`src/logic/vrc_pkg.sv`:
```
// Package for the voltage reference control register block.
package vrc_pkg;

    localparam logic [7:0] VRC_REF_CTRL_ADDR = 8'h00_D1;
    localparam logic [3:0] VRC_REF_CTRL_PAGE = 4'h0;
    localparam logic [7:0] VRC_REF_CTRL_RST = 8'h00_00;
    localparam logic [7:0] VRC_WRITE_MASK = 8'h00_1F;
    localparam logic [7:0] VRC_WRITE_MASK_NOSEL = 8'h00_07;
    localparam int VRC_BIT_PRI_SEL = 4;
    localparam int VRC_BIT_SEC_SEL = 3;
    localparam int VRC_BIT_TEMP = 2;
    localparam int VRC_BIT_BIAS = 1;
    localparam int VRC_BIT_BUF = 0;

    // Build variants of the reference subsystem.
    typedef enum logic [1:0] {
        VRC_SEPARATE_PINS,
        VRC_SHARED_PIN,
        VRC_NO_SELECTS
    } vrc_variant_t;

    // Primary converter reference sources.
    typedef enum logic [1:0] {
        VRC_PRI_SEP_PIN,
        VRC_PRI_SHARED_PIN,
        VRC_PRI_CONV_OUT,
        VRC_PRI_NONE
    } vrc_pri_src_t;

    // Secondary converter reference sources.
    typedef enum logic [1:0] {
        VRC_SEC_SEP_PIN,
        VRC_SEC_SHARED_PIN,
        VRC_SEC_SUPPLY,
        VRC_SEC_NONE
    } vrc_sec_src_t;

    // Special-function bus request.
    typedef struct packed {
        logic wr;
        logic rd;
        logic [3:0] page;
        logic [7:0] addr;
        logic [7:0] wdata;
    } vrc_sfr_req_t;

    // Analog control outputs.
    typedef struct packed {
        vrc_pri_src_t pri_src;
        vrc_sec_src_t sec_src;
        logic temp_en;
        logic bias_en;
        logic buf_en;
    } vrc_analog_t;

endpackage

```
`src/logic/vrc_reference_control.sv`:
```
// Reference control register and its analog control decode.
`timescale 1ns/1ps
`default_nettype none
module vrc_reference_control #(
    parameter vrc_pkg::vrc_variant_t VARIANT = vrc_pkg::VRC_SEPARATE_PINS
) (
    input wire logic i_mclk,
    input wire logic i_rst_n,
    input wire vrc_pkg::vrc_sfr_req_t i_req,
    output logic [7:0] o_rdata,
    output logic o_hit,
    output vrc_pkg::vrc_analog_t o_analog,
    output logic o_sensor_mux_en,
    output logic o_ref_buf_oe
);
    import vrc_pkg::*;

    // The block is one byte of control state on the special-function bus.
    // Software writes it and reads it back; every writable bit is a static level
    // that steers a piece of the analog reference subsystem. Nothing here is
    // sequenced: a bit written on one edge is seen by the analog side right
    // after it. The cost is that software alone owns the enable order. For
    // example, the bias generator must be on before a converter is used, and
    // the block does not enforce that. The build variant decides how the two
    // select bits are decoded, or whether they are kept at all.

    localparam logic [7:0] WMASK = (VARIANT == VRC_NO_SELECTS) ? VRC_WRITE_MASK_NOSEL
                                                                : VRC_WRITE_MASK;

    // Reset values of the source selects are the decode of an all-zero register
    // in this variant. Then the outputs during reset already match what the
    // first clock edge would give, and no false change follows the release.
    localparam vrc_pri_src_t PRI_RST = vrc_pri_src_t'((VARIANT == VRC_SHARED_PIN)
        ? VRC_PRI_SHARED_PIN : ((VARIANT == VRC_NO_SELECTS) ? VRC_PRI_NONE
        : VRC_PRI_SEP_PIN));
    localparam vrc_sec_src_t SEC_RST = vrc_sec_src_t'((VARIANT == VRC_SHARED_PIN)
        ? VRC_SEC_SHARED_PIN : ((VARIANT == VRC_NO_SELECTS) ? VRC_SEC_NONE
        : VRC_SEC_SEP_PIN));

    logic [7:0] ctrl_r;
    logic [7:0] ctrl_nxt;
    logic [7:0] rdata_r;
    logic [7:0] rdata_nxt;
    logic hit_r;
    logic hit_nxt;
    vrc_analog_t analog_r;
    vrc_analog_t analog_nxt;
    logic sel;

    // Address decode: page and address must both match.
    assign sel = (i_req.addr == VRC_REF_CTRL_ADDR) && (i_req.page == VRC_REF_CTRL_PAGE);

    // Next register contents; unused bits never load, so they read zero.
    always_comb begin
        ctrl_nxt = ctrl_r;
        if (i_req.wr && sel) begin
            ctrl_nxt = i_req.wdata & WMASK;
        end
        hit_nxt = i_req.rd && sel;
        rdata_nxt = (i_req.rd && sel) ? (ctrl_r & WMASK) : 8'h00_00;
    end

    // Decode of the control bits into analog controls, computed from the next value
    // so the outputs change on the same edge as the register itself.
    always_comb begin
        analog_nxt.temp_en = ctrl_nxt[VRC_BIT_TEMP];
        analog_nxt.bias_en = ctrl_nxt[VRC_BIT_BIAS];
        analog_nxt.buf_en = ctrl_nxt[VRC_BIT_BUF];
        case (VARIANT)
            VRC_SEPARATE_PINS: begin
                analog_nxt.pri_src = ctrl_nxt[VRC_BIT_PRI_SEL] ? VRC_PRI_CONV_OUT
                                                               : VRC_PRI_SEP_PIN;
                analog_nxt.sec_src = ctrl_nxt[VRC_BIT_SEC_SEL] ? VRC_SEC_SUPPLY
                                                               : VRC_SEC_SEP_PIN;
            end
            VRC_SHARED_PIN: begin
                analog_nxt.pri_src = ctrl_nxt[VRC_BIT_PRI_SEL] ? VRC_PRI_CONV_OUT
                                                               : VRC_PRI_SHARED_PIN;
                analog_nxt.sec_src = ctrl_nxt[VRC_BIT_SEC_SEL] ? VRC_SEC_SUPPLY
                                                               : VRC_SEC_SHARED_PIN;
            end
            default: begin
                // No mux in this variant; the reserved bits steer nothing.
                analog_nxt.pri_src = VRC_PRI_NONE;
                analog_nxt.sec_src = VRC_SEC_NONE;
            end
        endcase
    end

    // All state clears to zero on reset, except the source selects, which load PRI_RST and SEC_RST.
    always_ff @(posedge i_mclk or negedge i_rst_n) begin
        if (!i_rst_n) begin
            ctrl_r <= VRC_REF_CTRL_RST;
            rdata_r <= 8'h00_00;
            hit_r <= 1'b0;
            analog_r <= '{pri_src: PRI_RST, sec_src: SEC_RST,
                          temp_en: 1'b0, bias_en: 1'b0, buf_en: 1'b0};
        end else begin
            ctrl_r <= ctrl_nxt;
            rdata_r <= rdata_nxt;
            hit_r <= hit_nxt;
            analog_r <= analog_nxt;
        end
    end

    // Every output is a register, so the analog side never sees decode glitches.
    assign o_rdata = rdata_r;
    assign o_hit = hit_r;
    assign o_analog = analog_r;
    // Sensor joins the top mux input only while enabled, otherwise it floats.
    assign o_sensor_mux_en = analog_r.temp_en;
    // Buffer drives the pin only while enabled; the enable low means high impedance.
    assign o_ref_buf_oe = analog_r.buf_en;

    // Shadow of the register for the checks only. It decodes the bus by itself,
    // so a broken select in the main path cannot also hide in the check; both paths use the same WMASK.
    logic [7:0] shadow_r;
    logic [7:0] shadow_nxt;

    // Next shadow value from the raw bus request.
    always_comb begin
        shadow_nxt = shadow_r;
        if (i_req.wr && (i_req.addr == VRC_REF_CTRL_ADDR)
            && (i_req.page == VRC_REF_CTRL_PAGE)) begin
            shadow_nxt = i_req.wdata & WMASK;
        end
    end

    // Shadow register, cleared with the rest of the state.
    always_ff @(posedge i_mclk or negedge i_rst_n) begin
        if (!i_rst_n) begin
            shadow_r <= VRC_REF_CTRL_RST;
        end else begin
            shadow_r <= shadow_nxt;
        end
    end

    // Checks on the register contents.
    chk_reserved_zero: assert property (@(posedge i_mclk) disable iff (!i_rst_n)
        ctrl_r[7:5] == 3'b000) else $error("reserved bits not zero");

    chk_shadow_match: assert property (@(posedge i_mclk) disable iff (!i_rst_n)
        ctrl_r == shadow_r) else $error("register differs from shadow");

    // The write lands on the edge that takes it, masked by the variant.
    chk_write_update: assert property (@(posedge i_mclk) disable iff (!i_rst_n)
        (i_req.wr && sel) |=> ctrl_r == ($past(i_req.wdata) & WMASK))
        else $error("write did not land");

    // Requests to any other page or address leave the register alone.
    chk_no_stray_write: assert property (@(posedge i_mclk) disable iff (!i_rst_n)
        !(i_req.wr && sel) |=> $stable(ctrl_r)) else $error("register changed without write");

    // Read data stands for one cycle after a hit read.
    chk_read_data: assert property (@(posedge i_mclk) disable iff (!i_rst_n)
        (i_req.rd && sel) |=> o_hit && o_rdata == $past(ctrl_r & WMASK))
        else $error("read data wrong");

    // A miss or an idle cycle leaves the read bus at zero, without a hit.
    chk_miss_quiet: assert property (@(posedge i_mclk) disable iff (!i_rst_n)
        !(i_req.rd && sel) |=> !o_hit && o_rdata == 8'h00_00)
        else $error("read answered without a hit");

    // Enable bits drive their analog controls directly.
    chk_temp_follow: assert property (@(posedge i_mclk) disable iff (!i_rst_n)
        o_analog.temp_en == ctrl_r[VRC_BIT_TEMP] && o_sensor_mux_en == ctrl_r[VRC_BIT_TEMP])
        else $error("sensor enable mismatch");
    chk_bias_follow: assert property (@(posedge i_mclk) disable iff (!i_rst_n)
        o_analog.bias_en == ctrl_r[VRC_BIT_BIAS]) else $error("bias enable mismatch");
    chk_buf_follow: assert property (@(posedge i_mclk) disable iff (!i_rst_n)
        o_ref_buf_oe == ctrl_r[VRC_BIT_BUF] && o_analog.buf_en == ctrl_r[VRC_BIT_BUF])
        else $error("buffer enable mismatch");

    // A set select picks the internal source in both variants with a mux.
    chk_pri_select: assert property (@(posedge i_mclk) disable iff (!i_rst_n)
        (VARIANT != VRC_NO_SELECTS && ctrl_r[VRC_BIT_PRI_SEL]) |-> o_analog.pri_src == VRC_PRI_CONV_OUT)
        else $error("primary select wrong");
    chk_sec_select: assert property (@(posedge i_mclk) disable iff (!i_rst_n)
        (VARIANT != VRC_NO_SELECTS && ctrl_r[VRC_BIT_SEC_SEL]) |-> o_analog.sec_src == VRC_SEC_SUPPLY)
        else $error("secondary select wrong");
    chk_zero_select: assert property (@(posedge i_mclk) disable iff (!i_rst_n)
        (VARIANT == VRC_SHARED_PIN && !ctrl_r[VRC_BIT_PRI_SEL]) |-> o_analog.pri_src == VRC_PRI_SHARED_PIN)
        else $error("shared pin not chosen");

    chk_shared_sec_pin: assert property (@(posedge i_mclk) disable iff (!i_rst_n)
        (VARIANT == VRC_SHARED_PIN && !ctrl_r[VRC_BIT_SEC_SEL])
        |-> o_analog.sec_src == VRC_SEC_SHARED_PIN)
        else $error("shared pin not chosen for secondary");

    // With separate pins, a clear select picks each converter's own pin.
    chk_sep_pri_pin: assert property (@(posedge i_mclk) disable iff (!i_rst_n)
        (VARIANT == VRC_SEPARATE_PINS && !ctrl_r[VRC_BIT_PRI_SEL])
        |-> o_analog.pri_src == VRC_PRI_SEP_PIN)
        else $error("primary pin not chosen");

    chk_sep_sec_pin: assert property (@(posedge i_mclk) disable iff (!i_rst_n)
        (VARIANT == VRC_SEPARATE_PINS && !ctrl_r[VRC_BIT_SEC_SEL])
        |-> o_analog.sec_src == VRC_SEC_SEP_PIN)
        else $error("secondary pin not chosen");

    // Without a mux the select bits are neither stored nor decoded.
    chk_nosel_none: assert property (@(posedge i_mclk) disable iff (!i_rst_n)
        (VARIANT == VRC_NO_SELECTS)
        |-> o_analog.pri_src == VRC_PRI_NONE && o_analog.sec_src == VRC_SEC_NONE)
        else $error("select driven in no-select build");

    chk_nosel_drop: assert property (@(posedge i_mclk) disable iff (!i_rst_n)
        (VARIANT == VRC_NO_SELECTS)
        |-> !ctrl_r[VRC_BIT_PRI_SEL] && !ctrl_r[VRC_BIT_SEC_SEL])
        else $error("reserved select bits stored");

    // Main scenarios that the checks above should see at least once.
    cov_write: cover property (@(posedge i_mclk) disable iff (!i_rst_n) i_req.wr && sel);
    cov_read: cover property (@(posedge i_mclk) disable iff (!i_rst_n) i_req.rd && sel);
    cov_all_on: cover property (@(posedge i_mclk) disable iff (!i_rst_n) ctrl_r[2:0] == 3'b111);
    cov_wr_rd_same: cover property (@(posedge i_mclk) disable iff (!i_rst_n)
        i_req.wr && i_req.rd && sel);
    cov_both_sel: cover property (@(posedge i_mclk) disable iff (!i_rst_n)
        ctrl_r[VRC_BIT_PRI_SEL] && ctrl_r[VRC_BIT_SEC_SEL]);
endmodule
`default_nettype wire

```
`config.mk`:
```
export PLATFORM = sky130hd
export DESIGN_NAME = vrc_reference_control
export DESIGN_NICKNAME = d
export VERILOG_FILES = /design/src/logic/vrc_pkg.sv /design/src/logic/vrc_reference_control.sv
export SDC_FILE = /design/constraint.sdc
export NUM_CORES = 1
export LEC_CHECK = 0
export BUFFER_PORTS_ARGS = -buffer_cell sky130_fd_sc_hd__buf_2
export CORE_UTILIZATION = 36
export CTS_BUF_LIST = sky130_fd_sc_hd__clkbuf_16
export CTS_CLUSTER_DIAMETER = 40
export DETAILED_ROUTE_END_ITERATION = 12
export GPL_ROUTABILITY_DRIVEN = 0
export PLACE_DENSITY = 0.74
export SYNTH_ARGS = -nofsm -noshare
export SYNTH_HDL_FRONTEND = slang
export SYNTH_SLANG_ARGS = --single-unit
```
`constraint.sdc`:
```
create_clock -name i_mclk -period 0.8 [get_ports i_mclk]
set_input_delay 0.12 -clock i_mclk [delete_from_list [all_inputs] [get_ports i_mclk]]
set_output_delay 0.12 -clock i_mclk [all_outputs]
set_load 0.03 [all_outputs]
```
== Yosys cells after proc, flatten, opt, wreduce, memory -nomap -nowiden ==
Cells that the tools add are included.

* Add/sub/neg operators: 0
* Multipliers: 0
* Divide/modulo/power cells: 0
* Order comparisons: 0
* Equality and inequality tests: 1
* Shifts and indexed selects: 0
* Mux-type cells: 4
* Bitwise gates (word level): 0
* Reduce and logical (&&, ||, !) cells: 4

{| class="wikitable"
|+ Operator list
! kind !! count
|-
| 5-bit two-way mux || 2
|-
| 8-bit equality test (second input constant) || 1
|-
| 4-bit logical NOT || 1
|-
| 2-bit two-way mux || 2
|-
| 1-bit logical AND || 3
|}

* Register bits: 18
* Latch bits: 0
* RAM bits: 0
* Bits in read-only memories: 0
* Output and inout port bits: 18
* Word-level logic and storage cells: 17
* Memories: 0

== Logic depth before layout (Yosys ltp) ==
* Depth after elaboration: 5
* Mapped depth: 4
* Mapped depth without buffers: 3

== Worst setup path after synthesis ==
Ideal clock, no wire load.

* Path type: input-to-reg
* Start: in i_req[19] (netlist bit)
* End: reg ctrl_r[0]
* Library setup time: 125 ps
* Data arrival time: 1,577 ps
* Required time: 675 ps
* Setup slack: -902 ps
* Stages on the path: 4
* Buffers on the path: 1
* Path through: or4_4 or4_4 buf_6 mux2_4

* Cells in the longest elaborated chain, start to end: 4

{| class="wikitable"
|+ Ends and longest elaborated chain
! what !! RTL line !! text
|-
| from (decl) || vrc_reference_control.sv:9 || <nowiki>input wire vrc_pkg::vrc_sfr_req_t i_req,</nowiki>
|-
| 4-bit logical NOT || n/a ||
|-
| 1-bit logical AND || vrc_reference_control.sv:51 || <nowiki>assign sel = (i_req.addr == VRC_REF_CTRL_ADDR) && (i_req.page == VRC_REF_CTRL_PAGE);</nowiki>
|-
| 1-bit logical AND || vrc_reference_control.sv:56 || <nowiki>if (i_req.wr && sel) begin</nowiki>
|-
| 5-bit two-way mux || vrc_reference_control.sv:56 ||
|-
| to (signal assigned) || vrc_reference_control.sv:99 || <nowiki>ctrl_r <= ctrl_nxt;</nowiki>
|-
| to (decl) || vrc_reference_control.sv:40 || <nowiki>logic [7:0] ctrl_r;</nowiki>
|}

Every way passes these cells.

== Worst setup path in the final report ==
* Start: in i_req[19] (netlist bit)
* End: reg ctrl_r[2]

The elaborated chain is that of the path after synthesis.

==> results.tsv <==
stage	metric	value	unit
outcome	outcome	finished with violations	
outcome	failing checks	negative setup slack	
detailed_routing	DR pass1 iterations	2	
die	initial core utilization	0.389	
logic_synthesis	Post-Synth XOR/XNOR Area	0	
worst_setup_path	CP Launch Type	input port	
logic_synthesis	EDFF count, synth	0	
final_layout	Area growth, synth to finish	76.3	%
final_layout	finished layout cell area	905	um2
detailed_routing	Post-Route WL	1.10	mm
min_path	Worst Hold Path EP	ctrl_r[3]$_DFFE_PN0P_	
worst_setup_path	worst reg2reg path depth	2	
clocking	worst skew pair latency	0.24	ns
grt	GRT Util Overall	0.160	
sta	clk_skew	0.000478	ns
clocking	Reg clk slew, reported paths	0.04	ns
clocking	clock sinks	11	
power	Static Leak	0.506	nW
final_layout	nets	104	
logic_synthesis	Syn. warnings	0	
worst_setup_path	reg2reg end	ctrl_r[0]$_DFFE_PN0P_	
detailed_routing	# DRC	0	
sta	Hold Vio Cnt, Final	0	
worst_setup_path	Crit. End Element	flop	
min_path	hold path cells	2	
final_layout	number of diodes	0	
logic_synthesis	ranking of synthesized cells by area	dfrtp_1 54%, mux2_4 15%, buf_4 10%	
logic_synthesis	largest family of logic cells by synthesized area	simple AND/OR/NAND/NOR gates	
worst_setup_path	required time of the critical path	0.92	ns
power	PwrDens	1730	nW/um2
sta	RSZ-0062 raised after global routing	true	
logic_synthesis	compound-gate portion of the synthesized area	0	
logic_synthesis	synthesized instance count	37	
final_layout	layout cells sized above 1	0.684	
worst_setup_path	reg2reg setup slack	-0.15	ns
die	Die Wd	39.8	um
logic_synthesis	Post-Synth Simple-Gate Area	0.178	
die	Ports	42	
worst_setup_path	Crit Reg-Reg Startpoint	ctrl_r[0]$_DFFE_PN0P_	
logic_synthesis	sequential area share after synthesis	0.537	
final_layout	final core utilization	0.687	
detailed_routing	vias	419	
detailed_routing	violation count after the first detailed-routing iteration	1	
final_layout	fillcell total	106	
sta	crit share post-route	1.90	
clocking	CTS H-tree lvls	1	
sta	hold_ws	0.116	ns
grt	first-pass GRT wire length	1.58	mm
logic_synthesis	ys async rst share	1.00	
clocking	Num CTS Buffers	3	
die	Core ar.	1320	um2
power	VDD IR max	0.781	mV
placement	placed instance count	83	
clocking	CTS max path bufs	2	
min_path	Hold Crit Class	input port to flop	
run	max cap viols	0	
sta	fmax	656	MHz
detailed_routing	post-route ant nets	0	
placement	Placed Area	663	um2
sta	min Tclk post-route	1.52	ns
final_layout	Register Area	275	um2
detailed_routing	Wirelength per Cell	11.7	um
logic_synthesis	mux contribution to synthesized area	0.146	
worst_setup_path	CP max FO	5	
logic_synthesis	Yosys reg bits	11	
die	Site Rows	13	
logic_synthesis	most common cell in the synthesized netlist	dfrtp_1	
grt	vias in the first global route	404	
sta	final setup vio count	24	
grt	antenna violations before repair	0	
worst_setup_path	critical path class	input port to flop	
logic_synthesis	Adder-Cell Fraction of Synth Area	0	
logic_synthesis	Synth area leader	dfrtp_1	
placement	# port buffers	33	
grt	grt ovf	0	
worst_setup_path	Worst Path Arrival	1.64	ns
min_path	hold wc startpoint	i_req[3]	
final_layout	multi-input logic area	205	um2
logic_synthesis	post-synth top area share	0.537	
sta	slack of the critical path	-0.724	ns
grt	largest net degree at the start of global routing	12	
die	die area	1580	um2
die	DIE HEIGHT	39.8	um
logic_synthesis	post-synth cell types	11	
logic_synthesis	Commonest cells post-synth	11 x dfrtp_1, 7 x buf_4, 5 x and2_1, 5 x mux2_4	
clocking	CTS root buffer	clkbuf_16	
sta	Slew Viols, Final	0	
logic_synthesis	Post-Syn Area per Cell	13.9	um2
sta	setup tns final	-7.56	ns
clocking	CTS tree	built	
detailed_routing	vias per cell	4.46	
final_layout	fin cells	94	
logic_synthesis	Mapped Area	513	um2
logic_synthesis	Primary FF master, synth	dfrtp_1	
cell usage in the layout (no fill, tap or decap):
| master | instances |
|---|---|
| nand4b_1 | 1 |
| dfrtp_1 | 11 |
| or4_4 | 2 |
| buf_4 | 8 |
| inv_1 | 2 |
| and2_1 | 3 |
| nand4bb_1 | 2 |
| mux2_4 | 5 |
| dlygate4sd3_1 | 1 |
| conb_1 | 5 |
| and2_4 | 2 |
| clkbuf_16 | 3 |
| buf_2 | 19 |
| buf_6 | 14 |
| nor4_4 | 1 |
sequential cells by signal, indices dropped and copies added (netlist names):
register  cells
ctrl_r        5
o_hit         1
o_rdata       5
routing by layer:
layer	vias up	GRT usage	wire, um
met4	0	0.103	20
met2	29	0.303	624
met1	189	0.138	370
met3	2	0.0511	83
met5	-	0	0
li1	199	-	-
per-stage QoR:
step | setup WS, ns | total power, W
CTS | -0.721 | 0.00158
floorplan | -0.902 | 0.000634
detailed placement | -0.977 | 0.000679
finish | -0.724 | 0.00157
global placement | -0.961 | 0.000676
global route | -0.740 | 0.00163
what timing repair did:
action	in CTS	in global routing
buffers inserted	4	2
gates resized for setup	30	1
endpoints found under the setup margin	24	24
pin swaps	1	1
hold buffers	1	0
hold endpoints to repair	11	0
worst max path at each step:
stage	end	start	slack, ns	depth (start not counted)
4_1_cts	ctrl_r[2]$_DFFE_PN0P_	i_req[19]	-0.72	4
2_1_floorplan	ctrl_r[0]$_DFFE_PN0P_	i_req[19]	-0.90	4
6_report	ctrl_r[2]$_DFFE_PN0P_	i_req[19]	-0.72	4
3_3_place_gp	ctrl_r[2]$_DFFE_PN0P_	i_req[19]	-0.96	4
5_1_grt	ctrl_r[1]$_DFFE_PN0P_	i_req[19]	-0.74	4
3_5_place_dp	ctrl_r[2]$_DFFE_PN0P_	i_req[19]	-0.98	4
final cells by class:
class | instances | area share
clock buffer | 3 | 0.0830
clock inverter | 1 | 0.00415
tap | 15 | 0.0207
timing repair buffer | 42 | 0.357
multi-input combinational | 21 | 0.227
inverter | 1 | 0.00415
sequential | 11 | 0.304
worst max-delay path: stages:
cell and delay [ns]:
buf_6 0.09, or4_4 0.52, or4_4 0.59, mux2_4 0.32
cells by family after synthesis:
family / count (synthesis)
other: 1
buffers and inverters: 9
and+or+nand+nor: 11
DFF: 11
muxes: 5
where the power goes:
group	total, W	switching [W]	internal, W
sequential	0.000561	0.00000121	0.000560
combinational	0.000125	0.0000671	0.0000583
clock	0.000879	0.000225	0.000654
total	0.00157	0.000293	0.00127
Note: power is estimated with default switching activity, not from simulation.
